--- src/design/clockgen_pkg.sv ---
package clockgen_pkg;
  // register byte addresses
  localparam logic [11:0] PLL_CONTROL_ADDR = 12'h000;
  localparam logic [11:0] PBWC_ADDR = 12'h004;
  localparam logic [11:0] PMSH_ADDR = 12'h008;
  localparam logic [11:0] PMSL_ADDR = 12'h00c;
  localparam logic [11:0] PMRS_ADDR = 12'h010;
  localparam logic [11:0] CFG2_ADDR = 12'h014;
  localparam logic [11:0] STAT_ADDR = 12'h018;
  // pll_control_reg fields
  localparam int IE_BIT = 7;
  localparam int IF_BIT = 6;
  localparam int ON_BIT = 5;
  localparam int BCS_BIT = 4;
  localparam int VPR_LO = 0;
  // bandwidth register fields
  localparam int AUTO_BIT = 7;
  localparam int LOCK_BIT = 6;
  localparam int ACQ_BIT = 5;
  // config_word_two / status fields
  localparam int RIS_BIT = 0;
  localparam int SRC_BIT = 0;
  localparam int BUSY_BIT = 1;
  // reset values, then zero and one compare constants
  localparam logic [3:0] MUL_HI_RST = 4'h0;
  localparam logic [7:0] MUL_LO_RST = 8'h40;
  localparam logic [7:0] VRS_RST = 8'h40;
  localparam logic [1:0] VPR_RST = 2'h0;
  localparam logic [11:0] MUL_ZERO = 12'h000;
  localparam logic [11:0] MUL_ONE = 12'h001;
  localparam logic [7:0] VRS_ZERO = 8'h00;
  // transition waits, source clock cycles
  localparam logic [1:0] SETTLE_CYCLES = 2'h3;
  typedef enum logic [3:0] {
    SW_RUN = 4'b0001,
    SW_STOP_OLD = 4'b0010,
    SW_WAIT_NEW = 4'b0100,
    SW_DONE = 4'b1000
  } sw_state_t;
endpackage : clockgen_pkg

--- src/design/settle_if.sv ---
`timescale 1ns/1ps
`default_nettype none
interface settle_if;
  logic start;
  logic done;
  modport ctl (output start, input done);
  modport cnt (input start, output done);
endinterface : settle_if
`default_nettype wire

--- src/design/pll_base_clock_selector.sv ---
// Chosen here: the register offsets and register access over APB.
`timescale 1ns/1ps
`default_nettype none
// Contract
// multiplier zero acts as multiplier one
// range zero disables pll and blocks vco selection
// switch waits three crystal and three vco cycles
// base clock output static during transition
// selected source divided by two, fifty percent duty
// select set picks vco, clear picks crystal
// vco never selected while pll on is clear
// pll cannot turn off while vco selected
// one write cannot change pll on and select together
// range zero forces crystal source
// run-in-stop keeps oscillator on, else follow system enable
// system integration drives the oscillator enable
// interrupt output comes from lock detector logic
// manual mode forces irq enable zero, writes ignored
// manual mode reads flag and lock as zero
// pll off or range zero forces select zero
// pll on blocks writes to programming registers
// select set forces pll on, writes ignored
// enable plus flag raises interrupt request
// reset clears irq enable
// lock toggle sets flag; control read or reset clears
// auto bit picks auto bandwidth, reset manual
// auto mode makes acquisition bit read-only status
// effective select gated by pll on and nonzero range
module pll_base_clock_selector (
  input wire logic pclk,
  input wire logic presetn,
  input wire logic psel,
  input wire logic penable,
  input wire logic pwrite,
  input wire logic [11:0] paddr,
  input wire logic [31:0] pwdata,
  output logic [31:0] prdata,
  output logic pready,
  output logic pslverr,
  input wire logic crystal_clock,
  input wire logic vco_clock,
  input wire logic sys_osc_enable,
  input wire logic pll_lock_in,
  input wire logic pll_track_in,
  output logic base_clock_out,
  output logic osc_enable_out,
  output logic pll_enable_out,
  output logic [11:0] pll_multiplier_out,
  output logic [7:0] vco_range_value_out,
  output logic [1:0] vco_power_out,
  output logic acq_track_out,
  output logic clockgen_irq
);
  logic pll_irq_enable_reg;
  logic pll_irq_flag_reg;
  logic pll_on_a_reg;
  logic base_clock_select_reg;
  logic [1:0] vpr_reg;
  logic auto_reg;
  logic acquisition_mode_n_reg;
  logic [3:0] mul_hi_reg;
  logic [7:0] mul_lo_reg;
  logic [7:0] vco_range_value_reg;
  logic osc_run_in_stop_reg;
  logic lock_last_reg;
  logic active_src_reg;
  logic base_clock_reg;
  clockgen_pkg::sw_state_t sw_state_reg;
  clockgen_pkg::sw_state_t sw_state_next;
  logic wr;
  logic rd;
  logic range_zero;
  logic eff_select;
  logic lock_vis;
  logic acq_vis;
  logic xtal_tog;
  logic vco_tog;
  logic src_tog;
  logic [31:0] rdata_next;
  settle_if xtal_settle ();
  settle_if vco_settle ();

  // apb access phase, single cycle answer
  assign pready = 1'b1;
  assign wr = psel & penable & pwrite;
  assign rd = psel & penable & ~pwrite;
  assign pslverr = 1'b0;
  assign range_zero = (vco_range_value_reg == clockgen_pkg::VRS_ZERO);

  // control register
  always_ff @(posedge pclk or negedge presetn) begin
    if (!presetn) begin
      pll_on_a_reg <= 1'b1;
      base_clock_select_reg <= 1'b0;
      vpr_reg <= clockgen_pkg::VPR_RST;
    end else begin
      if (range_zero || !pll_on_a_reg) begin
        base_clock_select_reg <= 1'b0;
      end else if (wr && paddr == clockgen_pkg::PLL_CONTROL_ADDR) begin
        // select change only when pll on unchanged
        if (pwdata[clockgen_pkg::ON_BIT] == pll_on_a_reg) begin
          base_clock_select_reg <= pwdata[clockgen_pkg::BCS_BIT];
        end
      end
      if (wr && paddr == clockgen_pkg::PLL_CONTROL_ADDR) begin
        if (!base_clock_select_reg &&
            pwdata[clockgen_pkg::BCS_BIT] == base_clock_select_reg) begin
          pll_on_a_reg <= pwdata[clockgen_pkg::ON_BIT];
        end
        if (!pll_on_a_reg) begin
          vpr_reg <= pwdata[clockgen_pkg::VPR_LO +: 2];
        end
      end
    end
  end

  // irq enable and bandwidth mode
  always_ff @(posedge pclk or negedge presetn) begin
    if (!presetn) begin
      pll_irq_enable_reg <= 1'b0;
      auto_reg <= 1'b0;
      acquisition_mode_n_reg <= 1'b0;
    end else begin
      if (wr && paddr == clockgen_pkg::PBWC_ADDR) begin
        auto_reg <= pwdata[clockgen_pkg::AUTO_BIT];
        if (!auto_reg) begin
          acquisition_mode_n_reg <= pwdata[clockgen_pkg::ACQ_BIT];
        end
      end
      if (!auto_reg) begin
        pll_irq_enable_reg <= 1'b0;
      end else if (wr && paddr == clockgen_pkg::PLL_CONTROL_ADDR) begin
        pll_irq_enable_reg <= pwdata[clockgen_pkg::IE_BIT];
      end
    end
  end

  // lock toggle flag, set wins over read clear
  always_ff @(posedge pclk or negedge presetn) begin
    if (!presetn) begin
      lock_last_reg <= 1'b0;
      pll_irq_flag_reg <= 1'b0;
    end else begin
      lock_last_reg <= lock_vis;
      if (lock_vis != lock_last_reg) begin
        pll_irq_flag_reg <= 1'b1;
      end else if (rd && paddr == clockgen_pkg::PLL_CONTROL_ADDR) begin
        pll_irq_flag_reg <= 1'b0;
      end
    end
  end

  // programming registers
  always_ff @(posedge pclk or negedge presetn) begin
    if (!presetn) begin
      mul_hi_reg <= clockgen_pkg::MUL_HI_RST;
      mul_lo_reg <= clockgen_pkg::MUL_LO_RST;
      vco_range_value_reg <= clockgen_pkg::VRS_RST;
    end else if (wr && !pll_on_a_reg) begin
      if (paddr == clockgen_pkg::PMSH_ADDR) begin
        mul_hi_reg <= pwdata[3:0];
      end
      if (paddr == clockgen_pkg::PMSL_ADDR) begin
        mul_lo_reg <= pwdata[7:0];
      end
      if (paddr == clockgen_pkg::PMRS_ADDR) begin
        vco_range_value_reg <= pwdata[7:0];
      end
    end
  end

  always_ff @(posedge pclk or negedge presetn) begin
    if (!presetn) begin
      osc_run_in_stop_reg <= 1'b0;
    end else if (wr && paddr == clockgen_pkg::CFG2_ADDR) begin
      osc_run_in_stop_reg <= pwdata[clockgen_pkg::RIS_BIT];
    end
  end

  // status gating in manual mode
  assign lock_vis = auto_reg & pll_lock_in;
  assign acq_vis = auto_reg ? pll_track_in : acquisition_mode_n_reg;

  // read mux
  always_comb begin
    rdata_next = 32'h0000_0000;
    case (paddr)
      clockgen_pkg::PLL_CONTROL_ADDR: begin
        rdata_next[clockgen_pkg::IE_BIT] = pll_irq_enable_reg;
        rdata_next[clockgen_pkg::IF_BIT] = pll_irq_flag_reg & auto_reg;
        rdata_next[clockgen_pkg::ON_BIT] = pll_on_a_reg;
        rdata_next[clockgen_pkg::BCS_BIT] = base_clock_select_reg;
        rdata_next[clockgen_pkg::VPR_LO +: 2] = vpr_reg;
      end
      clockgen_pkg::PBWC_ADDR: begin
        rdata_next[clockgen_pkg::AUTO_BIT] = auto_reg;
        rdata_next[clockgen_pkg::LOCK_BIT] = lock_vis;
        rdata_next[clockgen_pkg::ACQ_BIT] = acq_vis;
      end
      clockgen_pkg::PMSH_ADDR: rdata_next[3:0] = mul_hi_reg;
      clockgen_pkg::PMSL_ADDR: rdata_next[7:0] = mul_lo_reg;
      clockgen_pkg::PMRS_ADDR: rdata_next[7:0] = vco_range_value_reg;
      clockgen_pkg::CFG2_ADDR: rdata_next[clockgen_pkg::RIS_BIT] = osc_run_in_stop_reg;
      clockgen_pkg::STAT_ADDR: begin
        rdata_next[clockgen_pkg::SRC_BIT] = active_src_reg;
        rdata_next[clockgen_pkg::BUSY_BIT] = (sw_state_reg != clockgen_pkg::SW_RUN);
      end
      default: rdata_next = 32'h0000_0000;
    endcase
  end
  assign prdata = rdata_next;

  // pll outputs
  assign pll_multiplier_out = ({mul_hi_reg, mul_lo_reg} == clockgen_pkg::MUL_ZERO) ?
    clockgen_pkg::MUL_ONE : {mul_hi_reg, mul_lo_reg};
  assign pll_enable_out = pll_on_a_reg & ~range_zero & sys_osc_enable;
  assign osc_enable_out = osc_run_in_stop_reg | sys_osc_enable;
  assign vco_range_value_out = vco_range_value_reg;
  assign vco_power_out = vpr_reg;
  assign acq_track_out = acq_vis;
  assign clockgen_irq = pll_irq_enable_reg & pll_irq_flag_reg & auto_reg;

  // effective select after interlocks
  assign eff_select = base_clock_select_reg & pll_on_a_reg & ~range_zero;

  // glitch-free transition
  always_comb begin
    sw_state_next = sw_state_reg;
    case (sw_state_reg)
      clockgen_pkg::SW_RUN: begin
        if (eff_select != active_src_reg) begin
          sw_state_next = clockgen_pkg::SW_STOP_OLD;
        end
      end
      clockgen_pkg::SW_STOP_OLD: begin
        if (active_src_reg ? vco_settle.done : xtal_settle.done) begin
          sw_state_next = clockgen_pkg::SW_WAIT_NEW;
        end
      end
      clockgen_pkg::SW_WAIT_NEW: begin
        if (active_src_reg ? xtal_settle.done : vco_settle.done) begin
          sw_state_next = clockgen_pkg::SW_DONE;
        end
      end
      clockgen_pkg::SW_DONE: sw_state_next = clockgen_pkg::SW_RUN;
      default: sw_state_next = clockgen_pkg::SW_RUN;
    endcase
  end

  always_ff @(posedge pclk or negedge presetn) begin
    if (!presetn) begin
      sw_state_reg <= clockgen_pkg::SW_RUN;
      active_src_reg <= 1'b0;
    end else begin
      sw_state_reg <= sw_state_next;
      if (sw_state_reg == clockgen_pkg::SW_DONE) begin
        active_src_reg <= ~active_src_reg;
      end
    end
  end

  assign xtal_settle.start = (sw_state_reg == clockgen_pkg::SW_STOP_OLD && !active_src_reg) ||
    (sw_state_reg == clockgen_pkg::SW_WAIT_NEW && active_src_reg);
  assign vco_settle.start = (sw_state_reg == clockgen_pkg::SW_STOP_OLD && active_src_reg) ||
    (sw_state_reg == clockgen_pkg::SW_WAIT_NEW && !active_src_reg);

  settle_counter u_xtal_settle (
    .pclk(pclk),
    .presetn(presetn),
    .src_clk(crystal_clock),
    .port(xtal_settle.cnt)
  );
  settle_counter u_vco_settle (
    .pclk(pclk),
    .presetn(presetn),
    .src_clk(vco_clock),
    .port(vco_settle.cnt)
  );

  clock_select_core u_xtal_gate (
    .pclk(pclk),
    .presetn(presetn),
    .src_clk(crystal_clock),
    .enable(sw_state_reg == clockgen_pkg::SW_RUN && !active_src_reg),
    .toggle(xtal_tog)
  );
  clock_select_core u_vco_gate (
    .pclk(pclk),
    .presetn(presetn),
    .src_clk(vco_clock),
    .enable(sw_state_reg == clockgen_pkg::SW_RUN && active_src_reg),
    .toggle(vco_tog)
  );
  assign src_tog = xtal_tog | vco_tog;

  // divide by two
  always_ff @(posedge pclk or negedge presetn) begin
    if (!presetn) begin
      base_clock_reg <= 1'b0;
    end else if (src_tog) begin
      base_clock_reg <= ~base_clock_reg;
    end
  end
  assign base_clock_out = base_clock_reg;
endmodule : pll_base_clock_selector
`default_nettype wire

--- src/design/settle_counter.sv ---
`timescale 1ns/1ps
`default_nettype none
// counts settle cycles of one source clock, sampled as a synchronous level
module settle_counter (
  input wire logic pclk,
  input wire logic presetn,
  input wire logic src_clk,
  settle_if.cnt port
);
  logic [1:0] cnt_reg;
  logic last_reg;
  logic rise;
  assign rise = src_clk & ~last_reg;
  always_ff @(posedge pclk or negedge presetn) begin
    if (!presetn) begin
      last_reg <= 1'b0;
    end else begin
      last_reg <= src_clk;
    end
  end
  always_ff @(posedge pclk or negedge presetn) begin
    if (!presetn) begin
      cnt_reg <= 2'h0;
    end else if (!port.start) begin
      cnt_reg <= 2'h0;
    end else if (rise && cnt_reg != clockgen_pkg::SETTLE_CYCLES) begin
      cnt_reg <= cnt_reg + 2'h1;
    end
  end
  assign port.done = port.start && (cnt_reg == clockgen_pkg::SETTLE_CYCLES);
endmodule : settle_counter
`default_nettype wire

--- src/design/clock_select_core.sv ---
`timescale 1ns/1ps
`default_nettype none
// edge-gated clock slot for one source, cleared while held
module clock_select_core (
  input wire logic pclk,
  input wire logic presetn,
  input wire logic src_clk,
  input wire logic enable,
  output logic toggle
);
  logic last_reg;
  always_ff @(posedge pclk or negedge presetn) begin
    if (!presetn) begin
      last_reg <= 1'b0;
    end else begin
      last_reg <= src_clk;
    end
  end
  assign toggle = enable & src_clk & ~last_reg;
endmodule : clock_select_core
`default_nettype wire

--- config.mk ---
export PLATFORM = sky130hd
export DESIGN_NAME = pll_base_clock_selector
export DESIGN_NICKNAME = d
export VERILOG_FILES = /design/src/design/clockgen_pkg.sv /design/src/design/settle_if.sv /design/src/design/pll_base_clock_selector.sv /design/src/design/settle_counter.sv /design/src/design/clock_select_core.sv
export SDC_FILE = /design/constraint.sdc
export NUM_CORES = 1
export LEC_CHECK = 0
export ABC_AREA = 1
export BUFFER_PORTS_ARGS = -buffer_cell sky130_fd_sc_hd__buf_4
export CAP_MARGIN = 20
export CELL_PAD_IN_SITES_DETAIL_PLACEMENT = 1
export CELL_PAD_IN_SITES_GLOBAL_PLACEMENT = 1
export CORE_MARGIN = 2
export CORE_UTILIZATION = 37
export CTS_BUF_LIST = sky130_fd_sc_hd__clkbuf_8
export CTS_CLUSTER_DIAMETER = 100
export DETAILED_ROUTE_END_ITERATION = 7
export PLACE_DENSITY = 0.95
export RECOVER_POWER = 25
export SKIP_CTS_REPAIR_TIMING = 1
export SYNTH_ARGS = -nofsm -noshare
export SYNTH_HDL_FRONTEND = slang
export SYNTH_SLANG_ARGS = --single-unit
--- constraint.sdc ---
create_clock -name pclk -period 2.34 [get_ports pclk]
set_clock_uncertainty 0.05 [all_clocks]
set_input_delay 0.234 -clock pclk [delete_from_list [all_inputs] [get_ports pclk]]
set_output_delay 0.234 -clock pclk [all_outputs]
set_load 0.05 [all_outputs]
Word level (Yosys, flattened, before mapping)
Index checks and enable logic that the tools add are counted. W data, S select, Z words.

Register bits: 42. Input port bits: 54. Output and inout bits: 61. Logic and storage cells: 133.

Add/subtract/negate cells: 2. Equal/unequal tests: 25. Muxes and demuxes: 24. Bitwise operators: 27. Reductions and logical operators: 36.

Operators by type and width (number): $eq A12 B5 Y1 const B (3); $eq A12 B4 Y1 const B (2); $logic_not A12 Y1 (2); $and A1 B1 Y1 (17); $logic_and A1 B1 Y1 (16); $ne A2 B2 Y1 const B (7); $reduce_and A2 Y1 (7); $eq A12 B3 Y1 const B (1); $mux W12 (1); $mux W4 (3); $pmux W3 S4 (1); $pmux W4 S3 (1); $mux W1 (10); $logic_not A8 Y1 (1); $mux W2 (4); $not A1 Y1 (8); $pmux W1 S6 (1); $pmux W2 S3 (1); $reduce_bool A2 Y1 (3); $pmux W1 S5 (1); $add A2 B1 Y2 const B (2); $eq A2 B2 Y1 const B (2); $eq A4 B1 Y1 const B (1); $eq A4 B2 Y1 const B (1); other kinds (11) (18).

Depth between registers and ports, before layout
Gate-level depths: netlist of the first run.

Depth after elaboration: 7. Depth in mapped cells: 9. Depth with buffers taken out: 9.

Cells and area by module
A second synthesis of the first run with hierarchy kept.

Cells, all modules: 382. Area total of the unflattened synthesis: 2864.0 um^2.

Modules (own cells, without submodules): pll_base_clock_selector (instances 1, cells each 340, area each 2491.1 um^2, sequential area each 905.9 um^2); settle_counter (instances 2, cells each 18, area each 151.4 um^2, sequential area each 75.1 um^2); clock_select_core (instances 2, cells each 3, area each 35.0 um^2, sequential area each 25.0 um^2).

Worst setup path before layout of the first run
No wires, ideal clock.

Kind: input to output. Start point: input paddr[11]. End point: output prdata[2]. Arrival time: 1.766 ns. Required time: 2.056 ns. Slack: 0.290 ns. Stages on the path: 6. Path buffers: 1. Path through: nor2_1 -> nand3_2 -> nor2_4 -> buf_4 -> nand2_1 -> o211ai_1.

Cells in the longest elaborated chain, start to end: 2.

RTL lines: start: declaration (RTL line pll_base_clock_selector.sv:35) `input wire logic [11:0] paddr,`; $eq A12 B5 Y1 or $eq A12 B4 Y1 (tied branches) (RTL line pll_base_clock_selector.sv:187) `case (paddr)`; $pmux W2 S3 * (RTL line pll_base_clock_selector.sv:187); end: declaration (RTL line pll_base_clock_selector.sv:37) `output logic [31:0] prdata,`.

Every way passes the cells marked *; elsewhere a longest branch is shown, timed or not.

Worst setup path after layout of the first run
Start point: register sw_state_reg[0]. End point: output prdata[1].

Cells in the longest elaborated chain, start to end: 2.

RTL lines: start: declaration (RTL line pll_base_clock_selector.sv:68) `clockgen_pkg::sw_state_t sw_state_reg;`; start signal: assignment (RTL line pll_base_clock_selector.sv:252) `sw_state_reg <= clockgen_pkg::SW_RUN;`; start signal: assignment (RTL line pll_base_clock_selector.sv:255) `sw_state_reg <= sw_state_next;`; $ne A4 B1 Y1 (RTL line pll_base_clock_selector.sv:206) `rdata_next[clockgen_pkg::BUSY_BIT] = (sw_state_reg != clockgen_pkg::SW_RUN);`; $pmux W1 S5 (RTL line pll_base_clock_selector.sv:187).

Every way passes these cells.

==> impl_results.md, run 1 <==
- Worst-path clk slew: ~80 ps
- R2R cell count: 3
- Vias in the first global route: 2,459
- Overall routing resource usage: 0.198
- Syn Area/Cell: between 7 and 8 um2
- Share of cells above drive strength 1: 0.249
- Peak supply drop: between 0.0002 and 0.00025 V
- Synth-to-layout area growth: 21.2%
- Cell row count: 30
- Max FO, Critical Path: 6
- CTS Buf Count: 5
- IO buf count: 64
- Final setup viols: 0
- Type of origin of the critical path: flip-flop
- Routed Wire Length: ~7700 um
- Sw power: between 400 and 500 uW
- GP Congestion: around 0.8
- Antenna diode instance count: 0
- F_max: just under 500 MHz
- Top FF cell, synth: dfrtp_1
- Yosys cell types: 34
- Worst slew pin tran: between 1000 and 1500 ps
- Routed len/inst: approximately 15 um
- Hold Startpoint: pwdata[5]
- Worst Hold Path EP: pll_on_a_reg$_DFFE_PN1P_
- Initial antenna violation count: 0
- Fin crit period: about 2000 ps
- Final setup TNS: 0 ps
- Starting density of the core: 0.385
- Max-slew headroom: 0.283
- Initial DRC count: 91
- Critical register-to-register path startpoint: pll_on_a_reg$_DFFE_PN1P_
- RSZ-0062 raised after global routing: false
- First-pass detailed-route iteration total: 4
- Via count: 2,481
- Hold Path Cell Cnt: 3
- Global-route wire length before repair: between 10,000 and 15,000 um
- Register-to-register setup slack: about 690 ps
- Die width: 88.5 um
- Vias per cell: about 4.9
- Gr ovfl total: 0
- DRC Markers: 0
- Max_cap viols: 0
- Tcrit/Tclk final: 0.861
- Mapped cell area: about 0.0026 mm2
- Yosys reg bits: 42
- Outcome: finished clean
- R2R Path End: mul_hi_reg[0]$_DFFE_PN0P_
- I/O Pins: approximately 120
- Clk buf depth: 2
- Fin nets: approximately 460
- Hold Crit Class: in2reg
- Max-slew violations: 0
- Sequential Power Share: 0.474
- YS warnings: 0
- CTS root buffer: clkbuf_8
- CP arrival: roughly 1700 ps
- Switching fraction of total power: 0.293
- Worst Setup End Kind: output pin
- Ys async rst share: 1.00
- Cell-internal power: 1.10 mW
- Final Hold Fails: 0
- Full die area: ~0.0078 mm2
- Post-route ant nets: 0
- Post-synthesis sequential area ratio: 0.400
- Clk sink count: 42
- Leak: about 1.7 nW
- Post-DP HPWL: slightly below 6000 um
- H-tree Lvls: 2
- Syn Inst Count: 350
- Core Area: approximately 0.0069 mm2
- Design Power: roughly 1.6 mW
- Worst setup path class: reg2out
- Largest net degree at the start of global routing: 43
- Power Dens Cells: slightly below 500 mW/mm2
- Clock network fraction of design power: 0.376
- Combinational Power Share: 0.150
- WP data required: approximately 2100 ps
- Worst hold slack: approximately 130 ps
- Die height: 88.5 um
- Clock latency on the worst-skew pair: approximately 300 ps
- Post-synth EDFFs: 0
- CTS tree: done
[cells by family after synthesis]
kind of cell | share of synthesized area
buffers and inverters | 0.167
AND/OR/NAND/NOR | 0.315
other | 0.00284
adder cells (fa/ha/maj) | 0.00947
AO/OA/AOI/OAI | 0.0848
flip-flops | 0.400
multiplexers | 0.00853
XOR/XNOR | 0.0133
[worst max-delay path: stages (launching register included)]
cell	delay (ps)
dfstp_2	580
inv_1	60
nor3_1	190
buf_4	190
nor2_1	50
nor2_1	90
nand2_1	70
buf_4	190
[stage by stage]
stage / cells / setup WS (ps) / area, um2 / util
2_1_floorplan: 374 / 290 / 2730 / -
3_3_place_gp: 494 / 500 / 3070 / 0.447
3_5_place_dp: 494 / 460 / 3070 / 0.447
4_1_cts: 502 / 310 / 3180 / 0.463
5_1_grt: 505 / 226 / 3200 / 0.466
6_report: 505 / 325 / 3200 / 0.466
[cells in the final DEF (no fill, tap or decap), drive strengths merged]
master	Yosys	final
mux2	2	2
ha	2	2
dfstp	4	4
clkbuf	12	8
nor2	29	29
buf	30	63
conb	2	26
o211ai	3	3
inv	44	45
o21ai	28	28
bufinv	0	1
dlygate4sd3	0	3
o31ai	1	1
clkinvlp	0	1
nor3	8	8
dfrtp	38	38
a31o	1	1
a21oi	3	3
nand3b	1	1
nand2	84	84
or2	2	2
nand4	8	8
nand3	43	43
xor2	4	4
nor4	1	1
[power groups by stage]
stage,sequential (mW),clock [mW],combinational [mW]
6_report,0.738,0.585,0.234
2_1_floorplan,0.769,0,0.171
3_3_place_gp,0.752,0,0.227
4_1_cts,0.738,0.590,0.233
5_1_grt,0.739,0.617,0.250
3_5_place_dp,0.753,0,0.232
[synth_stat cells (all sizes together), types with 4 or more instances]
cell type  count  area share
xor2           4       0.013
nand3         43       0.090
nand4          8       0.019
inv           44       0.063
clkbuf        12       0.017
nand2         84        0.12
dfrtp         38        0.36
o21ai         28       0.064
buf           30       0.087
nor2          29       0.044
nor3           8       0.027
dfstp          4       0.040
[cell type report]
type,instances,area [um2]
clock buffer,5,68.8
clock inverter,3,41.3
fill,888,3670
inverter,44,165
multi-input combinational,246,1230
sequential,42,1060
tap,96,120
timing repair buffer,69,515
[worst max-delay path by stage]
stage | start | to | cells past startpoint
floorplan | paddr[11] | prdata[2] | 6
finish | sw_state_reg[0]$_DFFE_PN1P_ | prdata[1] | 7
CTS | sw_state_reg[0]$_DFFE_PN1P_ | prdata[1] | 7
global route | sw_state_reg[0]$_DFFE_PN1P_ | prdata[1] | 7
global placement | paddr[11] | prdata[2] | 8
detailed placement | paddr[11] | prdata[3] | 8
[per-layer routing]
metal / vias up / share of wire / GRT usage
li1: 1177 / - / -
met1: 1229 / 0.43 / 0.246
met2: 67 / 0.51 / 0.355
met3: 8 / 0.049 / 0.0373
met4: 0 / 0.010 / 0.0468
met5: - / 0 / 0
No activity file was read; power rests on OpenSTA's default activity.
==> run 2: changes to the inputs <==
--- a/config.mk
+++ b/config.mk
@@ -16,7 +16,6 @@
 export CTS_CLUSTER_DIAMETER = 100
 export DETAILED_ROUTE_END_ITERATION = 7
 export PLACE_DENSITY = 0.95
-export RECOVER_POWER = 25
 export SKIP_CTS_REPAIR_TIMING = 1
 export SYNTH_ARGS = -nofsm -noshare
 export SYNTH_HDL_FRONTEND = slang
==> run 2 against run 1 <==
Via count did not move. Clock-buffer cell count did not move. First-iteration DRC count did not move. Clock power barely moved. Register-to-register slack barely moved. Sequential share of layout area fell by 0.10 points. Non-clock buffer count did not move. Setup slack got worse by 0.95 ps. Critical path depth did not move. Sequential cell count did not move. Core utilization rose by 0.15 points. Cell count did not move. Largest power group unchanged.
==> impl_results.md, run 2 (synthesis results as in run 1) <==
- CTS tree: done
- Most frequent cells in the layout: nand2_1, buf_4, inv_1
- Worst setup path class: reg2out
- Global-route wire length before repair: between 10,000 and 15,000 um
- Worst path max stage delay: slightly below 600 ps
- Fillcell total: between 800 and 900
- F_max: 496 MHz
- GR peak layer: met2
- Final Hold Fails: 0
- RSZ-0062 raised after global routing: false
- Vias per cell: slightly below 5
- CP Cell Sequence: inv_1 -> nor3_1 -> buf_4 -> nor2_1 -> nor2_1 -> nand2_1 -> buf_4
- First-pass detailed-route iteration total: 4
- Type of origin of the critical path: flip-flop
- CTS root buffer: clkbuf_8
- Largest net degree at the start of global routing: 43
- Clock latency on the worst-skew pair: 300 ps
- Critical Path Slowest Stage Cell: dfstp_2
- Overall routing resource usage: 0.198
- Crit path buf inv count: 3
- Met2 usage: 0.355
- Fin crit period: between 2000 and 2500 ps
- Pre-CTS setup slack: ~460 ps
- CTS Buf Count: 5
- Initial DRC count: 91
- CP arrival: approximately 1700 ps
- Initial antenna violation count: 0
- Synth-to-layout area growth: 21.6%
- DRC Markers: 0
- Max_cap viols: 0
- Gr ovfl total: 0
- Starting density of the core: 0.385
- Routed len/inst: 15.2 um
- Die width: 88.5 um
- Worst-path clk slew: ~90 ps
- Full die area: between 0.007 and 0.008 mm2
- Peak supply drop: approximately 0.00023 V
- IO buf count: 64
- Family with the most delay on the worst path: flip-flops
- Post-route ant nets: 0
- Seq. cell area: ~0.0011 mm2
- Worst Setup End Kind: output pin
- Max FO, Critical Path: 6
- Commonest non-fill, non-tap cell in the layout: nand2_1
- H-tree Lvls: 2
- Final setup viols: 0
- Vias in the first global route: 2,459
- GP Congestion: ~0.79
- Die height: between 80 and 90 um
- Multi-input logic area: about 0.0012 mm2
- Tcrit/Tclk final: 0.862
- Worst slew pin tran: approximately 570 ps
- Final worst slack: about 320 ps
- Hold Crit Class: in2reg
- Clk sink count: 42
- I/O Pins: between 100 and 150
- Max-slew violations: 0
- GR Util met1: 0.246
- Cell row count: 30
- Clk buf depth: 2
- Met3 Usage GRT: 0.0373
- Power Dens Cells: between 400 and 500 mW/mm2
- Post-DP HPWL: approximately 5900 um
- Leak: 1.73 nW
- Routed Wire Length: ~7700 um
- WP data required: roughly 2100 ps
- Outcome: finished clean
- Worst hold slack: roughly 130 ps
- Max-slew headroom: 0.618
- Final setup TNS: 0 ps
- Share of cells above drive strength 1: 0.254
- Antenna diode instance count: 0
- Core Area: between 0.006 and 0.007 mm2
- Fin nets: between 400 and 500
- Via count: between 2,000 and 2,500
-- run 2: changes by cell type in the layout (fill, tap and decap cells not counted), sizes merged --
cell,delta
clkbuf,-3
buf,+3
-- run 2: report_power, final --
| part | internal, mW | leakage [nW] | switching, mW |
|---|---|---|---|
| logic | 0.0559 | 1.11 | 0.180 |
| clock network | 0.314 | 0.0556 | 0.270 |
| registers | 0.733 | 0.566 | 0.00515 |
| total | 1.10 | 1.73 | 0.456 |
-- run 2: worst register-to-register path: stages, from the launching register on --
cell and delay (ps):
dfstp_2 410, nor3_2 510, nand3_1 360, o21ai_0 260
-- run 2: final timing paths --
path | from | end | slack, ps | cells after the start
setup / recovery | sw_state_reg[0]$_DFFE_PN1P_ | prdata[1] | 320 | 7
max in group asynchronous | presetn | vco_range_value_out[6]$_DFFE_PN1P_ | 1450 | 2
hold / removal | pwdata[6] | vco_range_value_out[6]$_DFFE_PN1P_ | 130 | 3
setup reg to reg | pll_on_a_reg$_DFFE_PN1P_ | mul_hi_reg[0]$_DFFE_PN0P_ | 690 | 3
min in group asynchronous | presetn | u_xtal_settle.cnt_reg[1]$_DFFE_PN0P_ | 410 | 2
hold reg to reg | lock_last_reg$_DFF_PN0_ | pll_irq_flag_reg$_DFFE_PN0P_ | 440 | 2
-- run 2: cell type report --
cell class,instances,share of cell area
clock inverter,3,0.0129
timing repair buffer,69,0.164
inverter,44,0.0514
clock buffer,5,0.0214
tap,96,0.0374
sequential,42,0.329
multi-input combinational,246,0.384
-- run 2: layer usage --
layer,vias to the layer above,share of wire
met5,-,0
li1,1177,-
met4,0,0.010
met3,8,0.048
met1,1232,0.43
met2,64,0.51
-- run 2: through the flow --
step	util	instance area, um2	power, mW	std cells
3_5_place_dp	0.447	3070	0.984	494
2_1_floorplan	-	2730	0.940	374
6_report	0.468	3210	1.56	505
3_3_place_gp	0.447	3070	0.979	494
4_1_cts	0.463	3180	1.56	502
5_1_grt	0.468	3210	1.61	505
==> run 3: changes to the inputs <==
--- a/config.mk
+++ b/config.mk
@@ -15,7 +15,7 @@
 export CTS_BUF_LIST = sky130_fd_sc_hd__clkbuf_8
 export CTS_CLUSTER_DIAMETER = 100
 export DETAILED_ROUTE_END_ITERATION = 7
-export PLACE_DENSITY = 0.95
+export PLACE_DENSITY_LB_ADDON = 0.1
 export SKIP_CTS_REPAIR_TIMING = 1
 export SYNTH_ARGS = -nofsm -noshare
 export SYNTH_HDL_FRONTEND = slang
==> run 3 against run 2 <==
Register-to-register slack better by 40 ps. Worst hold slack worse by 120 ps. Fmax up 5.9%. Combinational power down 2%. Non-clock buffer count down 2. Sequential power about the same. Sequential share of layout area up 0.25 points. Power down 1.9%. Routed wire length down 8.1%. Cell count down 0.40%. Critical path depth up 1.
==> impl_results.md, run 3 (synthesis results as in run 1) <==
- Core Area: slightly below 0.007 mm2
- Full die area: 0.00783 mm2
- Clk sink count: between 40 and 50
- Type of origin of the critical path: input pin
- Final setup viols: 0
- Hold Startpoint: vco_clock
- Max-slew violations: 0
- Routed Wire Length: between 7000 and 8000 um
- Clk buf depth: 2
- Cell row count: 30
- RSZ-0062 raised after global routing: false
- Die width: 88.5 um
- Via count: between 2,000 and 2,500
- Routed len/inst: 14.0 um
- Initial DRC count: 76
- Worst slew pin tran: 555 ps
- CTS tree: done
- Max_cap viols: 0
- CTS Buf Count: 5
- Die height: 88.5 um
- Max FO, Critical Path: 14
- GP Congestion: 0.809
- Power Dens Cells: around 480 mW/mm2
- Final Hold Fails: 0
- Fillcell total: 897
- Antenna diode instance count: 0
- F_max: 526 MHz
- Largest net degree at the start of global routing: 43
- WP data required: 2060 ps
- Hold Path Cell Cnt: 1
- Share of cells above drive strength 1: 0.253
- Outcome: finished clean
- Initial antenna violation count: 0
- Fin nets: around 460
- I/O Pins: 115
- First-pass detailed-route iteration total: 4
- Fin crit period: between 1500 and 2000 ps
- Worst setup path class: in2out
- IO buf count: 64
- Most frequent cells in the layout: nand2_1, buf_4, inv_1
- Clock latency on the worst-skew pair: approximately 300 ps
- H-tree Lvls: 2
- Commonest non-fill, non-tap cell in the layout: nand2_1
- Vias in the first global route: between 2,000 and 2,500
- Tcrit/Tclk final: 0.813
- Hold Crit Class: in2reg
- Post-DP HPWL: ~5600 um
- DRC Markers: 0
- Global-route wire length before repair: about 11,000 um
- Overall routing resource usage: 0.189
- Register-to-register setup slack: between 700 and 800 ps
- Starting density of the core: 0.385
- CP arrival: 1620 ps
- Final core utilization: 0.464
- R2R cell count: 4
- Synth-to-layout area growth: 20.7%
- CTS root buffer: clkbuf_8
- Final setup TNS: 0 ps
- Leak: 1.73 nW
- R2R Path End: mul_hi_reg[1]$_DFFE_PN0P_
- Max-slew headroom: 0.628
- Post-route ant nets: 0
- Worst Setup End Kind: output pin
- Peak supply drop: approximately 0.00035 V
- Vias per cell: ~4.7
- Worst Hold Path EP: u_vco_gate.last_reg$_DFF_PN0_
- Critical register-to-register path startpoint: pll_on_a_reg$_DFFE_PN1P_
- Gr ovfl total: 0
- Worst-path clk slew: ~80 ps
run 3: final cells by class:
class | instances | area [um2] | share of cell area
Clock buffer | 5 | 68.8 | 0.0216
Clock inverter | 3 | 37.5 | 0.0118
Inverter | 44 | 165 | 0.0518
Multi-Input combinational cell | 246 | 1230 | 0.387
Sequential cell | 42 | 1060 | 0.331
Tap cell | 96 | 120 | 0.0377
Timing Repair Buffer | 67 | 505 | 0.159
run 3: how the worst max path moves through the flow:
stage                     slack [ps]  cells after the start         to                        start
after floorplan                  290                      6  prdata[2]                    paddr[11]
final                            440                      8  prdata[2]                    paddr[11]
after global placement           460                     10  prdata[1]                    paddr[11]
after global routing             290                     10  prdata[1]                    paddr[11]
after detailed placement         420                      8  prdata[2]                    paddr[11]
after CTS                        390                      6  prdata[1]  sw_state_reg[0]$_DFFE_PN1P_
run 3: power by group:
| part | internal (mW) | leakage (nW) | total [mW] | switching [mW] |
|---|---|---|---|---|
| clock network | 0.311 | 0.0607 | 0.560 | 0.249 |
| registers | 0.733 | 0.566 | 0.738 | 0.00507 |
| logic | 0.0537 | 1.10 | 0.231 | 0.178 |
run 3: metal layers:
layer,vias up,share of wire,GRT usage
li1,1173,-,-
met1,1110,0.46,0.254
met2,77,0.46,0.310
met3,12,0.068,0.0392
met4,0,0.014,0.0537
met5,-,0,0
run 3: critical path: stages:
cell and delay [ps]:
buf_4 110, nor2_1 120, nand3_2 180, nor2_4 210, buf_4 240, nand2_1 90, o211ai_1 200, buf_4 230
run 3: per-stage QoR:
step	area [um2]	cells	hold WS, ps	total power, mW	worst slack, ps
2_1_floorplan	2730	374	-112	0.940	290
3_3_place_gp	3070	494	218	0.981	455
3_5_place_dp	3070	494	215	0.984	417
4_1_cts	3180	502	-110	1.56	394
5_1_grt	3190	503	4.69	1.59	289
6_report	3190	503	9.63	1.53	437
